<file path="config.mk">
export PLATFORM = sky130hd
export DESIGN_NAME = adc_cal_access
export DESIGN_NICKNAME = d
export VERILOG_FILES = /design/src/hw/adc_cal_pkg.sv /design/src/hw/adc_coef_store.sv /design/src/hw/adc_cal_decode.sv /design/src/hw/adc_cal_access.sv
export SDC_FILE = /design/constraint.sdc
export NUM_CORES = 1
export LEC_CHECK = 0
export BUFFER_PORTS_ARGS = -buffer_cell sky130_fd_sc_hd__buf_2
export CAP_MARGIN = 20
export CORE_ASPECT_RATIO = 1.4
export CORE_UTILIZATION = 32
export DETAILED_ROUTE_END_ITERATION = 8
export PLACE_DENSITY = 0.55
export SLEW_MARGIN = 25
export SYNTH_ARGS = -nofsm -noshare
export SYNTH_HDL_FRONTEND = slang
export SYNTH_HIERARCHICAL = 1
export SYNTH_SLANG_ARGS = --single-unit
</file>
<file path="constraint.sdc">
create_clock -name CLK_I -period 9.3 [get_ports CLK_I]
set_input_delay 0 -clock CLK_I [delete_from_list [all_inputs] [get_ports CLK_I]]
set_output_delay 0 -clock CLK_I [all_outputs]
set_load 0.02 [all_outputs]
</file>
<file path="src/hw/adc_cal_pkg.sv">
// Shared constants, types and helpers for the calibration access block
// Notes on behaviour
// - Launch with self kind: code picks DAC-gain-offset, gain-offset, offset, or gain.
// - Launch with system kind: same codes pick the system calibration steps.
// - Status word is 16-bit read-only, selected by readback select 11.
// - Every stored status field reads zero after power-up until changed.
// - Status bits 15 and 14 read zero, bits 7 and 6 read one.
// - Bit 13 shows single-ended select, bits 12..10 show input pair select.
// - Bits 9 and 8 show the two power-down configuration bits.
// - Bit 5 shows the analog range mode bit.
// - Bit 4 is one while a conversion or calibration runs.
// - Bit 3 shows calibration kind, bits 2 and 1 the target-select code.
// - Bit 0 is one while a calibration runs.
// - Ten coefficient registers: eight DAC, offset, gain; all writable and readable.
// - Calibrations update the coefficient registers on their own.
// - Target code sets the register set: ten, gain+offset, offset, gain.
// - Pointer returns to sequence start on control write or sequence end.
// - After reset pointer is at gain, except offset-only selects offset.
// - Pointer advances per full access; in byte mode after the high byte.
// - Host may abandon a sequence; next control write resets pointer.
// - Coefficient values read back carry two leading zero bits.
// - With launch at zero, target code addresses the coefficient registers.
// - Readback select bits pick the register returned on reads.
package adc_cal_pkg;

  localparam int DATA_W   = 16;
  localparam int COEF_W   = 14;
  localparam int NUM_COEF = 10;
  localparam int IDX_W    = 4;

  // Control word and status word bit positions
  localparam int CT_SGL     = 13;
  localparam int CT_CH_LSB  = 10;
  localparam int CT_PM_LSB  = 8;
  localparam int CT_RB_LSB  = 6;
  localparam int CT_ANALOG_RANGE_MODE   = 5;
  localparam int CT_CONV    = 4;
  localparam int CT_KIND    = 3;
  localparam int CT_TGT_LSB = 1;
  localparam int CT_LAUNCH  = 0;
  localparam int ST_ONE_LSB = 6;
  localparam int ST_BUSY    = 4;
  localparam int ST_RUN     = 0;
  localparam logic [1:0] ST_ONES = 2'h3;

  localparam logic [1:0] RB_CONV   = 2'h0;
  localparam logic [1:0] RB_AUX    = 2'h1;
  localparam logic [1:0] RB_COEF   = 2'h2;
  localparam logic [1:0] RB_STATUS = 2'h3;

  localparam logic [1:0] TGT_FULL      = 2'h0;
  localparam logic [1:0] TGT_GAIN_OFFS = 2'h1;
  localparam logic [1:0] TGT_OFFS      = 2'h2;
  localparam logic [1:0] TGT_GAIN      = 2'h3;

  localparam logic [IDX_W-1:0] IDX_GAIN  = 4'h0;
  localparam logic [IDX_W-1:0] IDX_OFFS  = 4'h1;
  localparam logic [IDX_W-1:0] LAST_FULL = 4'h9;
  localparam logic [IDX_W-1:0] LAST_PAIR = 4'h1;
  localparam logic [IDX_W-1:0] LAST_ONE  = 4'h0;

  localparam logic WA_CTRL = 1'b0;
  localparam logic WA_COEF = 1'b1;

  typedef struct packed {
    logic       single_ended_select;
    logic [2:0] input_pair_sel;
    logic [1:0] power_down_cfg;
    logic [1:0] readback_sel;
    logic       analog_range_mode;
    logic       calibration_kind_select;
    logic [1:0] cal_target_sel;
  } ctrl_t;

  typedef struct packed {
    logic system_cal;
    logic dac_step;
    logic gain_step;
    logic offset_step;
  } cal_type_t;

  typedef enum logic [0:0] {
    CAL_IDLE = 1'b0,
    CAL_RUN  = 1'b1
  } cal_phase_t;

  typedef struct packed {
    ctrl_t             ctrl;
    cal_phase_t        phase;
    logic [7:0]        lo_stage;
    logic [IDX_W-1:0]  pos;
    logic [DATA_W-1:0] dout;
    logic              conv_start;
    logic              cal_start;
    cal_type_t         cal_type;
  } top_state_t;

  localparam top_state_t STATE_RST = '0;

  // Last position of the sequence that a target code selects
  // register set size minus one
  function automatic logic [IDX_W-1:0] seq_last(input logic [1:0] tgt);
    unique case (tgt)
      TGT_FULL:      seq_last = LAST_FULL;
      TGT_GAIN_OFFS: seq_last = LAST_PAIR;
      default:       seq_last = LAST_ONE;
    endcase
  endfunction

  // Coefficient index at a sequence position
  function automatic logic [IDX_W-1:0] seq_index(input logic [1:0] tgt,
                                                input logic [IDX_W-1:0] pos);
    seq_index = (tgt == TGT_OFFS) ? IDX_OFFS : pos;
  endfunction

endpackage

</file>
<file path="src/hw/adc_coef_store.sv">
// Coefficient storage with registered, write-through read data
`timescale 1ns/10ps
`default_nettype none
module adc_coef_store #(
  parameter int WIDTH = 14,
  parameter int DEPTH = 10,
  parameter int AW    = 4
) (
  input  wire logic             clk_i,
  input  wire logic             rst_i,
  input  wire logic             we_i,
  input  wire logic [AW-1:0]    waddr_i,
  input  wire logic [WIDTH-1:0] wdata_i,
  input  wire logic [AW-1:0]    raddr_i,
  output logic      [WIDTH-1:0] rdata_o
);

  logic [WIDTH-1:0] mem [DEPTH];

  always_ff @(posedge clk_i or posedge rst_i) begin
    if (rst_i) begin
      for (int i = 0; i < DEPTH; i++) begin
        mem[i] <= '0;
      end
      rdata_o <= '0;
    end else begin
      if (we_i) begin
        mem[waddr_i] <= wdata_i;
      end
      rdata_o <= (we_i && waddr_i == raddr_i) ? wdata_i : mem[raddr_i];
    end
  end

endmodule
`default_nettype wire

</file>
<file path="src/hw/adc_cal_decode.sv">
// Decoder from calibration kind and target code to calibration steps
`timescale 1ns/10ps
`default_nettype none
module adc_cal_decode (
  input  wire logic                  kind_i,
  input  wire logic [1:0]            tgt_i,
  output adc_cal_pkg::cal_type_t     type_o
);
  import adc_cal_pkg::*;

  always_comb begin
    type_o.system_cal = kind_i;
    unique case (tgt_i)
      TGT_FULL:      {type_o.dac_step, type_o.gain_step,
                      type_o.offset_step} = 3'h7;
      TGT_GAIN_OFFS: {type_o.dac_step, type_o.gain_step,
                      type_o.offset_step} = 3'h3;
      TGT_OFFS:      {type_o.dac_step, type_o.gain_step,
                      type_o.offset_step} = 3'h1;
      TGT_GAIN:      {type_o.dac_step, type_o.gain_step,
                      type_o.offset_step} = 3'h2;
    endcase
  end

endmodule
`default_nettype wire

</file>
<file path="src/hw/adc_cal_access.sv">
// Control decode, status word and coefficient pointer of the converter
`timescale 1ns/10ps
`default_nettype none
module adc_cal_access (
  input  wire logic                            CLK_I,
  input  wire logic                            RST_I,
  input  wire logic                            WR_STB_I,
  input  wire logic                            WR_ADDR_I,
  input  wire logic                            RD_STB_I,
  input  wire logic                            BYTE_MODE_I,
  input  wire logic                            HIGH_BYTE_SELECT_I,
  input  wire logic [adc_cal_pkg::DATA_W-1:0]  DATA_I,
  input  wire logic [adc_cal_pkg::DATA_W-1:0]  CONV_RESULT_I,
  input  wire logic                            CONV_BUSY_I,
  input  wire logic                            CAL_DONE_I,
  input  wire logic                            CAL_COEF_WE_I,
  input  wire logic [adc_cal_pkg::IDX_W-1:0]   CAL_COEF_IDX_I,
  input  wire logic [adc_cal_pkg::COEF_W-1:0]  CAL_COEF_DATA_I,
  output logic      [adc_cal_pkg::DATA_W-1:0]  DATA_O,
  output adc_cal_pkg::ctrl_t                   CTRL_O,
  output logic                                 CONV_START_O,
  output logic                                 CAL_START_O,
  output adc_cal_pkg::cal_type_t               CAL_TYPE_O,
  output logic                                 CAL_RUNNING_O
);
  import adc_cal_pkg::*;

  // ----------------------------------------------------------------
  // Declarations
  // ----------------------------------------------------------------

  top_state_t        state;
  top_state_t        next_state;
  logic [DATA_W-1:0] wword;
  logic              ctrl_commit;
  logic              coef_commit;
  logic              coef_read;
  logic              advance;
  logic              running;
  logic              busy;
  logic              lo_write;
  logic [DATA_W-1:0] status_word;
  logic [DATA_W-1:0] read_word;
  logic [DATA_W-1:0] read_bytes;
  logic [IDX_W-1:0]  coef_raddr;
  logic [IDX_W-1:0]  mem_waddr;
  logic [COEF_W-1:0] mem_wdata;
  logic [COEF_W-1:0] mem_rdata;
  logic              mem_we;
  cal_type_t         launch_type;

  // ----------------------------------------------------------------
  // Access qualification
  // ----------------------------------------------------------------

  assign running = (state.phase == CAL_RUN);
  assign busy    = CONV_BUSY_I | running;

  // Byte mode stages the low byte; the high-byte write completes the word
  assign lo_write = WR_STB_I && BYTE_MODE_I && !HIGH_BYTE_SELECT_I;
  assign wword    = BYTE_MODE_I ? {DATA_I[7:0], state.lo_stage} : DATA_I;

  assign ctrl_commit = WR_STB_I && (WR_ADDR_I == WA_CTRL)
                       && (!BYTE_MODE_I || HIGH_BYTE_SELECT_I);
  assign coef_commit = WR_STB_I && (WR_ADDR_I == WA_COEF)
                       && (!BYTE_MODE_I || HIGH_BYTE_SELECT_I);

  assign coef_read = RD_STB_I && (state.ctrl.readback_sel == RB_COEF)
                     && (!BYTE_MODE_I || HIGH_BYTE_SELECT_I);
  assign advance   = coef_commit || coef_read;

  // ----------------------------------------------------------------
  // Status word
  // ----------------------------------------------------------------

  always_comb begin
    status_word                      = '0;
    status_word[ST_ONE_LSB +: 2]     = ST_ONES;
    status_word[CT_SGL]              = state.ctrl.single_ended_select;
    status_word[CT_CH_LSB +: 3]      = state.ctrl.input_pair_sel;
    status_word[CT_PM_LSB +: 2]      = state.ctrl.power_down_cfg;
    status_word[CT_ANALOG_RANGE_MODE]            = state.ctrl.analog_range_mode;
    status_word[ST_BUSY]             = busy;
    status_word[CT_KIND]             = state.ctrl.calibration_kind_select;
    status_word[CT_TGT_LSB +: 2]     = state.ctrl.cal_target_sel;
    status_word[ST_RUN]              = running;
  end

  // ----------------------------------------------------------------
  // Read data selection
  // ----------------------------------------------------------------

  always_comb begin
    unique case (state.ctrl.readback_sel)
      RB_CONV:   read_word = CONV_RESULT_I;
      RB_AUX:    read_word = '0;
      RB_COEF:   read_word = {2'h0, mem_rdata};
      RB_STATUS: read_word = status_word;
    endcase
    if (BYTE_MODE_I) begin
      read_bytes = HIGH_BYTE_SELECT_I ? {8'h00, read_word[15:8]}
                                      : {8'h00, read_word[7:0]};
    end else begin
      read_bytes = read_word;
    end
  end

  // ----------------------------------------------------------------
  // Calibration type decode
  // ----------------------------------------------------------------

  adc_cal_decode u_decode (
    .kind_i (wword[CT_KIND]),
    .tgt_i  (wword[CT_TGT_LSB +: 2]),
    .type_o (launch_type)
  );

  // ----------------------------------------------------------------
  // Next state
  // ----------------------------------------------------------------

  always_comb begin
    next_state            = state;
    next_state.conv_start = 1'b0;
    next_state.cal_start  = 1'b0;

    if (running && CAL_DONE_I) begin
      next_state.phase = CAL_IDLE;
    end

    if (lo_write) begin
      next_state.lo_stage = DATA_I[7:0];
    end

    if (RD_STB_I) begin
      next_state.dout = read_bytes;
    end

    if (advance) begin
      if (state.pos >= seq_last(state.ctrl.cal_target_sel)) begin
        next_state.pos = '0;
      end else begin
        next_state.pos = state.pos + 4'h1;
      end
    end

    if (ctrl_commit) begin
      next_state.ctrl.single_ended_select     = wword[CT_SGL];
      next_state.ctrl.input_pair_sel          = wword[CT_CH_LSB +: 3];
      next_state.ctrl.power_down_cfg          = wword[CT_PM_LSB +: 2];
      next_state.ctrl.readback_sel            = wword[CT_RB_LSB +: 2];
      next_state.ctrl.analog_range_mode       = wword[CT_ANALOG_RANGE_MODE];
      next_state.ctrl.calibration_kind_select = wword[CT_KIND];
      next_state.ctrl.cal_target_sel          = wword[CT_TGT_LSB +: 2];
      next_state.pos        = '0;
      next_state.conv_start = wword[CT_CONV];
      if (wword[CT_LAUNCH] && !running) begin
        next_state.phase     = CAL_RUN;
        next_state.cal_start = 1'b1;
        next_state.cal_type  = launch_type;
      end
    end
  end

  // ----------------------------------------------------------------
  // State register
  // ----------------------------------------------------------------

  always_ff @(posedge CLK_I or posedge RST_I) begin
    if (RST_I) begin
      state <= STATE_RST;
    end else begin
      state <= next_state;
    end
  end

  // ----------------------------------------------------------------
  // Coefficient storage
  // ----------------------------------------------------------------

  assign coef_raddr = seq_index(next_state.ctrl.cal_target_sel,
                                next_state.pos);

  assign mem_we    = CAL_COEF_WE_I || coef_commit;
  assign mem_waddr = CAL_COEF_WE_I ? CAL_COEF_IDX_I
                     : seq_index(state.ctrl.cal_target_sel, state.pos);
  assign mem_wdata = CAL_COEF_WE_I ? CAL_COEF_DATA_I
                     : wword[COEF_W-1:0];

  adc_coef_store #(
    .WIDTH (COEF_W),
    .DEPTH (NUM_COEF),
    .AW    (IDX_W)
  ) u_store (
    .clk_i   (CLK_I),
    .rst_i   (RST_I),
    .we_i    (mem_we),
    .waddr_i (mem_waddr),
    .wdata_i (mem_wdata),
    .raddr_i (coef_raddr),
    .rdata_o (mem_rdata)
  );

  // ----------------------------------------------------------------
  // Outputs
  // ----------------------------------------------------------------

  assign DATA_O        = state.dout;
  assign CTRL_O        = state.ctrl;
  assign CONV_START_O  = state.conv_start;
  assign CAL_START_O   = state.cal_start;
  assign CAL_TYPE_O    = state.cal_type;
  assign CAL_RUNNING_O = running;

  logic status_rd;
  logic coef_rd_word;
  assign status_rd    = RD_STB_I && !BYTE_MODE_I
                        && (state.ctrl.readback_sel == RB_STATUS);
  assign coef_rd_word = RD_STB_I && !BYTE_MODE_I
                        && (state.ctrl.readback_sel == RB_COEF);
endmodule
`default_nettype wire

</file>
-- Word level (Yosys, flattened, before mapping)
Cells that the tools add are included.
- register bits: 201
- input port bits: 60
- output and inout port bits: 35
- $add $sub $neg: 1
- magnitude comparators: 4
- equal/unequal tests: 10
- multiplexer cells: 26
- bitwise gates (word level): 4
- reduce and logical (&&, ||, !) cells: 22
- operators with widths (kind ; count):
    bitwise mux 140 bit ; 1
    2-to-1 mux 14 bit ; 6
    case mux 16 bit (4 select lines) ; 1
    binary-select mux 14 bit (select 4 bit) ; 1
    demux 14 bit (select 4 bit) ; 1
    2-to-1 mux 4 bit ; 7
    2-to-1 mux 16 bit ; 1
    equality test 2 bit (second input constant) ; 6
    logical AND 1 bit ; 12
    case mux 3 bit (4 select lines) ; 1
    >= comparator 5 bit (second input constant) ; 2
    NOT 4 -> 5 bit ; 2
    2-to-1 mux 8 bit ; 1
    case mux 4 bit (2 select lines) ; 1
    equality test 2 x 1 -> 1 bit (second input constant) ; 3
    logical NOT 2 bit ; 3
    2-to-1 mux 6 bit ; 1
    < comparator 5 x 1 -> 1 bit (second input constant) ; 1
    2-to-1 mux 5 bit ; 1
    adder 4 x 1 -> 4 bit (second input constant) ; 1
    equality test 4 bit ; 1
    >= comparator 4 bit ; 1
    logical NOT 1 bit ; 3
    logical OR 1 bit ; 3
    other kinds (5) ; 6

-- Depth between registers and ports, before layout
Gate-level depths: netlist of the first run.
- depth in word-level cells: 15
- mapped depth: 13
- gate-level depth less buffers: 10

-- Hierarchy
Netlist of the first run, hierarchy kept.
- by module, submodules not included (module ; times used ; cells each ; area each (µm²) ; seq. area each (µm²)):
    adc_coef_store ; 1 ; 493 ; 6970.4 ; 3853.7
    adc_cal_access ; 1 ; 290 ; 2954.1 ; 1176.1
    adc_cal_decode ; 1 ; 4 ; 21.3 ; 0.0

-- Worst setup path after synthesis of the first run
OpenSTA, ideal clock, no wires.
- path type: register to register
- from: register state[22] (netlist bit)
- to: register u_store.rdata_o[12]
- arrival: 2.904 ns
- setup slack: 6.314 ns
- stages on the path, launching flop included: 14
- path buffers: 3
- clock period less this slack: 2.986 ns
- cells stage by stage: dfrtp_1 > inv_1 > ha_1 > or4b_4 > a21oi_2 > o32ai_2 > nor3_1 > clkbuf_1 > xnor2_1 > nand3_1 > or2_1 > clkbuf_1 > buf_2 > a31oi_1
- cells in the longest elaborated chain, start to end: 10
- ends and longest elaborated chain (item ; RTL line ; RTL):
    start: declaration ; adc_cal_access.sv:32 ; top_state_t state;
    start signal: assignment ; adc_cal_access.sv:173 ; state <= next_state;
    adder 4 x 1 -> 4 bit or >= comparator 4 bit (tied branches) ; adc_cal_access.sv:143, adc_cal_access.sv:140 ;
    2-to-1 mux 4 bit (*) ; adc_cal_access.sv:140 ; if (state.pos >= seq_last(state.ctrl.cal_target_sel)) begin
    2-to-1 mux 4 bit (*) ; adc_cal_access.sv:139 ; if (advance) begin
    2-to-1 mux 4 bit (*) ; adc_cal_access.sv:147 ; if (ctrl_commit) begin
    2-to-1 mux 4 bit (*) ; adc_cal_pkg.sv:113 ; seq_index = (tgt == TGT_OFFS) ? IDX_OFFS : pos;
    via coef_raddr[2] ; adc_cal_access.sv:45 ; logic [IDX_W-1:0] coef_raddr;
    NOT 4 -> 5 bit (implied by the code) ; adc_coef_store.sv:30 ; rdata_o <= (we_i && waddr_i == raddr_i) ? wdata_i : mem[raddr_i];
    binary-select mux 14 bit (select 4 bit) ; adc_coef_store.sv:30 ;
    2-to-1 mux 14 bit (implied by the code) (2 in series) ; adc_coef_store.sv:30 ;
    2-to-1 mux 14 bit (*) ; adc_coef_store.sv:30 ;
    end signal: assignment ; adc_coef_store.sv:30 ;
    end: declaration ; adc_coef_store.sv:15 ; output logic [WIDTH-1:0] rdata_o
Mark *: on every way through the listed nets, which the timed path passes. The rest lies on a longest branch. The select of a mux whose other input is x is not followed.
A chain may end at the register's enable or synchronous reset.

-- Final worst setup path of the first run
- from: register state (netlist bit CTRL_O[1])
- to: register u_store.rdata_o[6]
- cells in the longest elaborated chain, start to end: 13
- ends and longest elaborated chain (item ; RTL line ; RTL):
    equality test 2 x 1 -> 1 bit or logical NOT 2 bit (tied branches) ; adc_cal_pkg.sv:103 ; unique case (tgt)
    case mux 4 bit (2 select lines) ; adc_cal_pkg.sv:103 ;
    2-to-1 mux 4 bit ; adc_cal_access.sv:139 ;
    >= comparator 4 bit ; adc_cal_access.sv:140 ;
    2-to-1 mux 4 bit ; adc_cal_access.sv:140 ;
    2-to-1 mux 4 bit ; adc_cal_access.sv:139 ;
    2-to-1 mux 4 bit ; adc_cal_access.sv:147 ;
    2-to-1 mux 4 bit (*) ; adc_cal_pkg.sv:113 ;
    via coef_raddr[0] ; adc_cal_access.sv:45 ;
    NOT 4 -> 5 bit (implied by the code) ; adc_coef_store.sv:30 ;
    binary-select mux 14 bit (select 4 bit) ; adc_coef_store.sv:30 ;
    2-to-1 mux 14 bit (implied by the code) (2 in series) ; adc_coef_store.sv:30 ;
    2-to-1 mux 14 bit (*) ; adc_coef_store.sv:30 ;
Marked as above.

==> results of run 1 <==
## registers in the layout, indices dropped and copies added, names as in the netlist
register / count
u_store/mem: 140
DATA_O: 16
u_store/rdata_o: 14
CTRL_O: 12
state: 12
CAL_TYPE_O: 4
CAL_RUNNING_O: 1
CAL_START_O: 1
CONV_START_O: 1
## power breakdown
part / switching, uW / total, uW / internal [uW]
clock network: 331 / 796 / 465
logic: 557 / 1190 / 630
registers: 183 / 1440 / 1260
total: 1070 / 3420 / 2350
## cells in the final DEF, fill, tap and decap left out, types with 14 or more instances in the layout
cell,n
a221oi_1,14
mux4_2,14
a31oi_1,19
dlygate4sd3_1,40
clkbuf_16,21
inv_1,20
nor2_1,19
dfrtp_1,201
nand2_1,32
mux2_2,184
mux2_1,19
mux2i_1,43
nor3_1,16
buf_2,92
o21ai_0,25
## layout make-up
cell class              instances  area share [%]
inverters                      22          0.7590
clock buffers                  30           5.107
multi-input cells             470           37.60
well taps                     390           4.229
diodes                          1         0.02168
clock inverters                 4          0.4229
repair buffers                144           8.273
flip-flops and latches        201           43.59
## cells by family (layout without fill, tap and decap cells)
| kind of cell | count (synthesis) | after routing | share of synthesized area (%) |
|---|---|---|---|
| buffers and inverters | 116 | 200 | 6.139 |
| AND/OR/NAND/NOR | 102 | 102 | 5.158 |
| adder cells (fa/ha/maj) | 3 | 3 | 0.3774 |
| AO/OA/AOI/OAI | 98 | 98 | 6.655 |
| multiplexers | 260 | 260 | 30.48 |
| other | 0 | 1 | 0 |
| XOR/XNOR | 7 | 7 | 0.6164 |
| flip-flops | 201 | 201 | 50.57 |
## routing by layer
layer  routed length (um)  track usage, %  share of wire, %  up-vias
li1                     -               -                 -     2946
met1                10050           18.46                41     3299
met2                12900           28.61                53      149
met3                  885           1.926               3.6       30
met4                  535           4.759               2.2        0
met5                    0               0                 0        -
## through the flow
step	utilization, %	setup slack, ps	hold slack (ps)	area [sq um]	power [uW]
floorplan	-	5150	96.45	9946	2389
global placement	34.17	5015	190.3	10500	2603
detailed placement	34.17	5015	194.2	10500	2637
CTS	37.55	4996	10.25	11530	3470
global route	37.57	4790	53.27	11540	3647
finish	37.57	5029	30.95	11540	3425
## final timing paths
check	startpoint	slack (ps)	cells past startpoint	end
min in group asynchronous	RST_I	180	3	u_store/mem[113]
hold / removal	CONV_RESULT_I[6]	30	5	DATA_O[6]
hold reg to reg	CAL_TYPE_O[1]	480	1	CAL_TYPE_O[1]
setup reg to reg	CTRL_O[1]	5030	10	u_store/rdata_o[6]
max in group asynchronous	RST_I	7900	4	u_store/mem[46]
setup / recovery	CTRL_O[1]	5030	10	u_store/rdata_o[6]
## critical path: stages, from the launching register on
cell and delay, ps:
dfrtp_1 450, inv_1 80, ha_1 300, or4b_4 540, a21oi_2 160, o32ai_2 200
o21bai_4 530, buf_4 750, mux4_2 580, o21ai_0 330, a31oi_1 150
==> reports/results.tsv, run 1 <==
stage	metric	value	unit
status	outcome	finished, final reports clean	
drt	WL final	24370	um
global_route	first-pass GRT wire length	38050	um
global_route	remaining global-route overflow	0	
placement	post-detail-place hpwl	15640	um
finish	register area	0.005030	sq mm
min_path	HP Class	input port to register	
sta	setup TNS	0	ps
yosys	Yosys cell types	46	
yosys	Main synth FF type	dfrtp_1	
yosys	Syn. warnings	6	
setup_path	CP Launch Type	register	
sta	RSZ-0062 raised after global routing	no	
drt	DRT Pass-1 Iters	6	
clocking	post-CTS sizing	0	
flow_run	MaxCap Viol Count	0	
drt	drt via density	5.090	
die	Core ar.	0.03071	sq mm
sta	final worst-path cycle share	45.92	%
global_route	GRT Total Usage	15.54	%
die	initial core utilization	32.38	%
sta	final setup vio count	0	
global_route	vias in the first global route	6649	
power	Leak	0.004975	uW
power	total power per unit cell area	296.8	mW/mm^2
finish	layout cells sized above 1	39.95	%
sta	Slew @ Worst Pin	1011	ps
yosys	number of synthesized flops with an enable pin	0	
yosys	Seq cells post-synth	201	
yosys	mean post-synth cell area	12.64	sq um
die	io pins	95	
finish	fill count	2959	
yosys	most common cell in the netlist	dfrtp_1	
setup_path	Req. time, crit path	9630	ps
finish	multi-input logic area	0.004339	sq mm
power	Peak VDD IR	0.1242	mV
finish	Layout area overhead	16.03	%
setup_path	arrival time at the worst endpoint	4600	ps
setup_path	Setup CP Type	register to register	
sta	Rel. slew slack	32.62	%
yosys	mapped cell area	0.009946	sq mm
sta	time the worst path needs with I/O delays and setup	4271	ps
clocking	CTS root buf	clkbuf_16	
die	die height	210.6	um
finish	Final #Nets	922	
setup_path	Worst Path Max Fanout	46	
drt	DR WL/cell	19.31	um
clocking	CTS clk-pin slew, worst paths	70	ps
placement	Placed Instances	1187	
clocking	total CTS buffers	20	
global_route	pin count of the biggest net entering global routing	79	
placement	Port Buf Inserts	92	
sta	Hold Vio Cnt, Final	0	
clocking	Num Clock Sinks	201	
die	Site Rows	76	
yosys	post-synthesis async set-or-reset flop share	100.0	%
clocking	CTS HTree Levels	1	
setup_path	CP Capture Type	register	
drt	Vias	6424	
yosys	Synth area leaders	dfrtp_1, mux2_2, mux2i_1	
yosys	Cells after Synth	787	
sta	Highest Clock Rate	234.1	MHz
finish	Post-Layout Cell Count	1262	
yosys	sequential cell area fraction in the yosys report	50.57	%
clocking	Clock Latency Late Sink	490	ps
die	Die ar.	0.03180	sq mm
global_route	initial antenna violation count	1	
placement	global placer's final weighted congestion	0.8270	
sta	final-report max-slew violation count	0	
clocking	setup repair bufs after CTS	0	
clocking	clk buf depth	3	
yosys	Synth area leader	dfrtp_1	
drt	DRC	0	
drt	initial drt markers	264	
yosys	Yosys top cell area share	50.57	%
clocking	hold buffers post-CTS	40	
clocking	CTS tree	built	
sta	Fin Clk Skew	12.38	ps
yosys	syn_nets	850	
die	die width	151	um
yosys	Synth top cells by count	dfrtp_1, mux2_2, mux2i_1	
drt	remaining antenna violation count after routing	0	
Power figures use the tool's default switching activity.
==> run 2, diff against run 1 <==
- clock period: 9.3 -> 4.09 ns (I/O delays scaled with it)
==> run 2 against run 1 <==
  * Sequential power increased by 130%
  * Clock skew decreased by 7.4 ps
  * Clock-buffer cell count decreased by 1
  * Hold slack improved by 15 ps
  * Sequential share of layout area increased by 0.27 points
  * Routed wire length decreased by 1.4%
  * Die area unchanged
  * First-iteration DRC count increased by 18%
  * Largest cell class unchanged
==> reports/results.tsv, run 2 (synthesis results as in run 1) <==
stage	metric	value	unit
sta	time the worst path needs with I/O delays and setup	3515	ps
clocking	Num Clock Sinks	201	
min_path	Hold Path Origin	CONV_RESULT_I[6]	
clocking	hold buffers post-CTS	30	
setup_path	CP Launch Type	register	
placement	global placer's final weighted congestion	0.8169	
sta	setup TNS	0	ps
sta	Highest Clock Rate	284.5	MHz
setup_path	crit path launch	CTRL_O[0]	
finish	most frequent cells in the layout	dfrtp_1, mux2_2, buf_2	
drt	DRC	0	
finish	n_diodes	0	
placement	Cell Area, Placed	0.01060	sq mm
sta	final setup vio count	0	
flow_run	MaxCap Viol Count	0	
clocking	post-CTS sizing	0	
drt	initial drt markers	311	
global_route	vias in the first global route	6777	
sta	Slew @ Worst Pin	984.8	ps
sta	final worst-path cycle share	85.94	%
sta	Rel. slew slack	32.47	%
power	Leak	0.004941	uW
drt	DRT Pass-1 Iters	5	
clocking	CTS clk-pin slew, worst paths	70	ps
finish	most common cell after layout, fill and taps aside	dfrtp_1	
clocking	CTS tree	built	
status	outcome	finished, final reports clean	
global_route	initial antenna violation count	0	
power	Peak VDD IR	0.2537	mV
die	io pins	95	
sta	RSZ-0062 raised after global routing	no	
drt	WL met3	886	um
setup_path	reg2reg start	CTRL_O[0]	
setup_path	CP Capture Type	register	
min_path	HP Class	input port to register	
drt	remaining antenna violation count after routing	0	
drt	Vias	6397	
die	Core ar.	0.03071	sq mm
die	initial core utilization	32.38	%
placement	post-detail-place hpwl	16430	um
finish	max FFs per register	140	
die	die width	151	um
clocking	total CTS buffers	19	
clocking	CTS HTree Levels	1	
sta	Fin Clk Skew	5.010	ps
power	total power per unit cell area	670.8	mW/mm^2
clocking	clk buf depth	3	
clocking	Clock Latency Late Sink	480	ps
die	Site Rows	76	
drt	WL met2	12380	um
finish	Final #Nets	922	
global_route	pin count of the biggest net entering global routing	155	
setup_path	Worst Path Max Fanout	12	
drt	drt via density	5.089	
sta	final setup margin	575.1	ps
clocking	CTS root buf	clkbuf_16	
drt	WL final	24030	um
global_route	GRT Total Usage	15.51	%
finish	Layout area overhead	15.32	%
clocking	setup repair bufs after CTS	0	
sta	Hold Slack	46.19	ps
placement	worst slack, placed	625.7	ps
setup_path	Setup CP Type	register to register	
finish	Final Instance Area	0.01147	sq mm
drt	met1 WL	10010	um
sta	final-report max-slew violation count	0	
die	Die ar.	0.03180	sq mm
global_route	first-pass GRT wire length	38230	um
sta	Hold Vio Cnt, Final	0	
finish	layout cells sized above 1	41.06	%
die	die height	210.6	um
drt	DR WL/cell	19.12	um
global_route	remaining global-route overflow	0	
placement	Port Buf Inserts	92	
setup_path	Req. time, crit path	4490	ps
finish	largest register by flop count	u_store/mem	
finish	fill count	2930	
setup_path	arrival time at the worst endpoint	3920	ps
drt	top sig layer	met4	
## run 2: critical path, cell delays in order (launching register included)
cell	delay, ps
dfrtp_1	420
or2_2	310
ha_1	320
a21oi_2	60
o32ai_2	660
nor3_2	110
buf_4	240
and2_0	340
buf_4	270
a221oi_1	280
o21ai_0	200
a31oi_1	210
## run 2: layout make-up
cell class / count / area [sq um] / share of cell area, %
flip-flops and latches: 201 / 5030 / 43.85
repair buffers: 145 / 958.4 / 8.356
clock buffers: 29 / 563.0 / 4.909
well taps: 390 / 488.0 / 4.254
multi-input cells: 470 / 4344 / 37.87
inverters: 22 / 86.33 / 0.7527
## run 2: through the flow
stage	instances	utilization (%)	power, uW
2_1_floorplan	787	-	5433
3_3_place_gp	1198	34.51	6006
3_5_place_dp	1198	34.51	6085
4_1_cts	1257	37.32	7788
5_1_grt	1257	37.34	8207
6_report	1257	37.34	7694
## run 2: path summary, 6_finish.rpt
kind / slack, ps / depth (start not counted) / endpoint
min in group asynchronous: 250 / 4 / state[22]
worst max-delay path: 580 / 11 / u_store/rdata_o[5]
worst min-delay path: 50 / 5 / DATA_O[6]
worst min register to register: 490 / 1 / CAL_TYPE_O[1]
max in group asynchronous: 3150 / 4 / u_store/mem[90]
worst max register to register: 580 / 11 / u_store/rdata_o[5]
## run 2: power breakdown
part | total, uW | switching, uW | leakage, uW | internal, uW
clock | 1650 | 714 | 0.000276 | 939
combinational | 2760 | 1300 | 0.00222 | 1460
sequential | 3280 | 418 | 0.00245 | 2860
## run 2: routing by layer
layer	vias to the layer above	GRT usage [%]
met3	42	1.558
met1	3240	18.34
met4	0	5.862
met2	170	28.44
li1	2945	-
met5	-	0
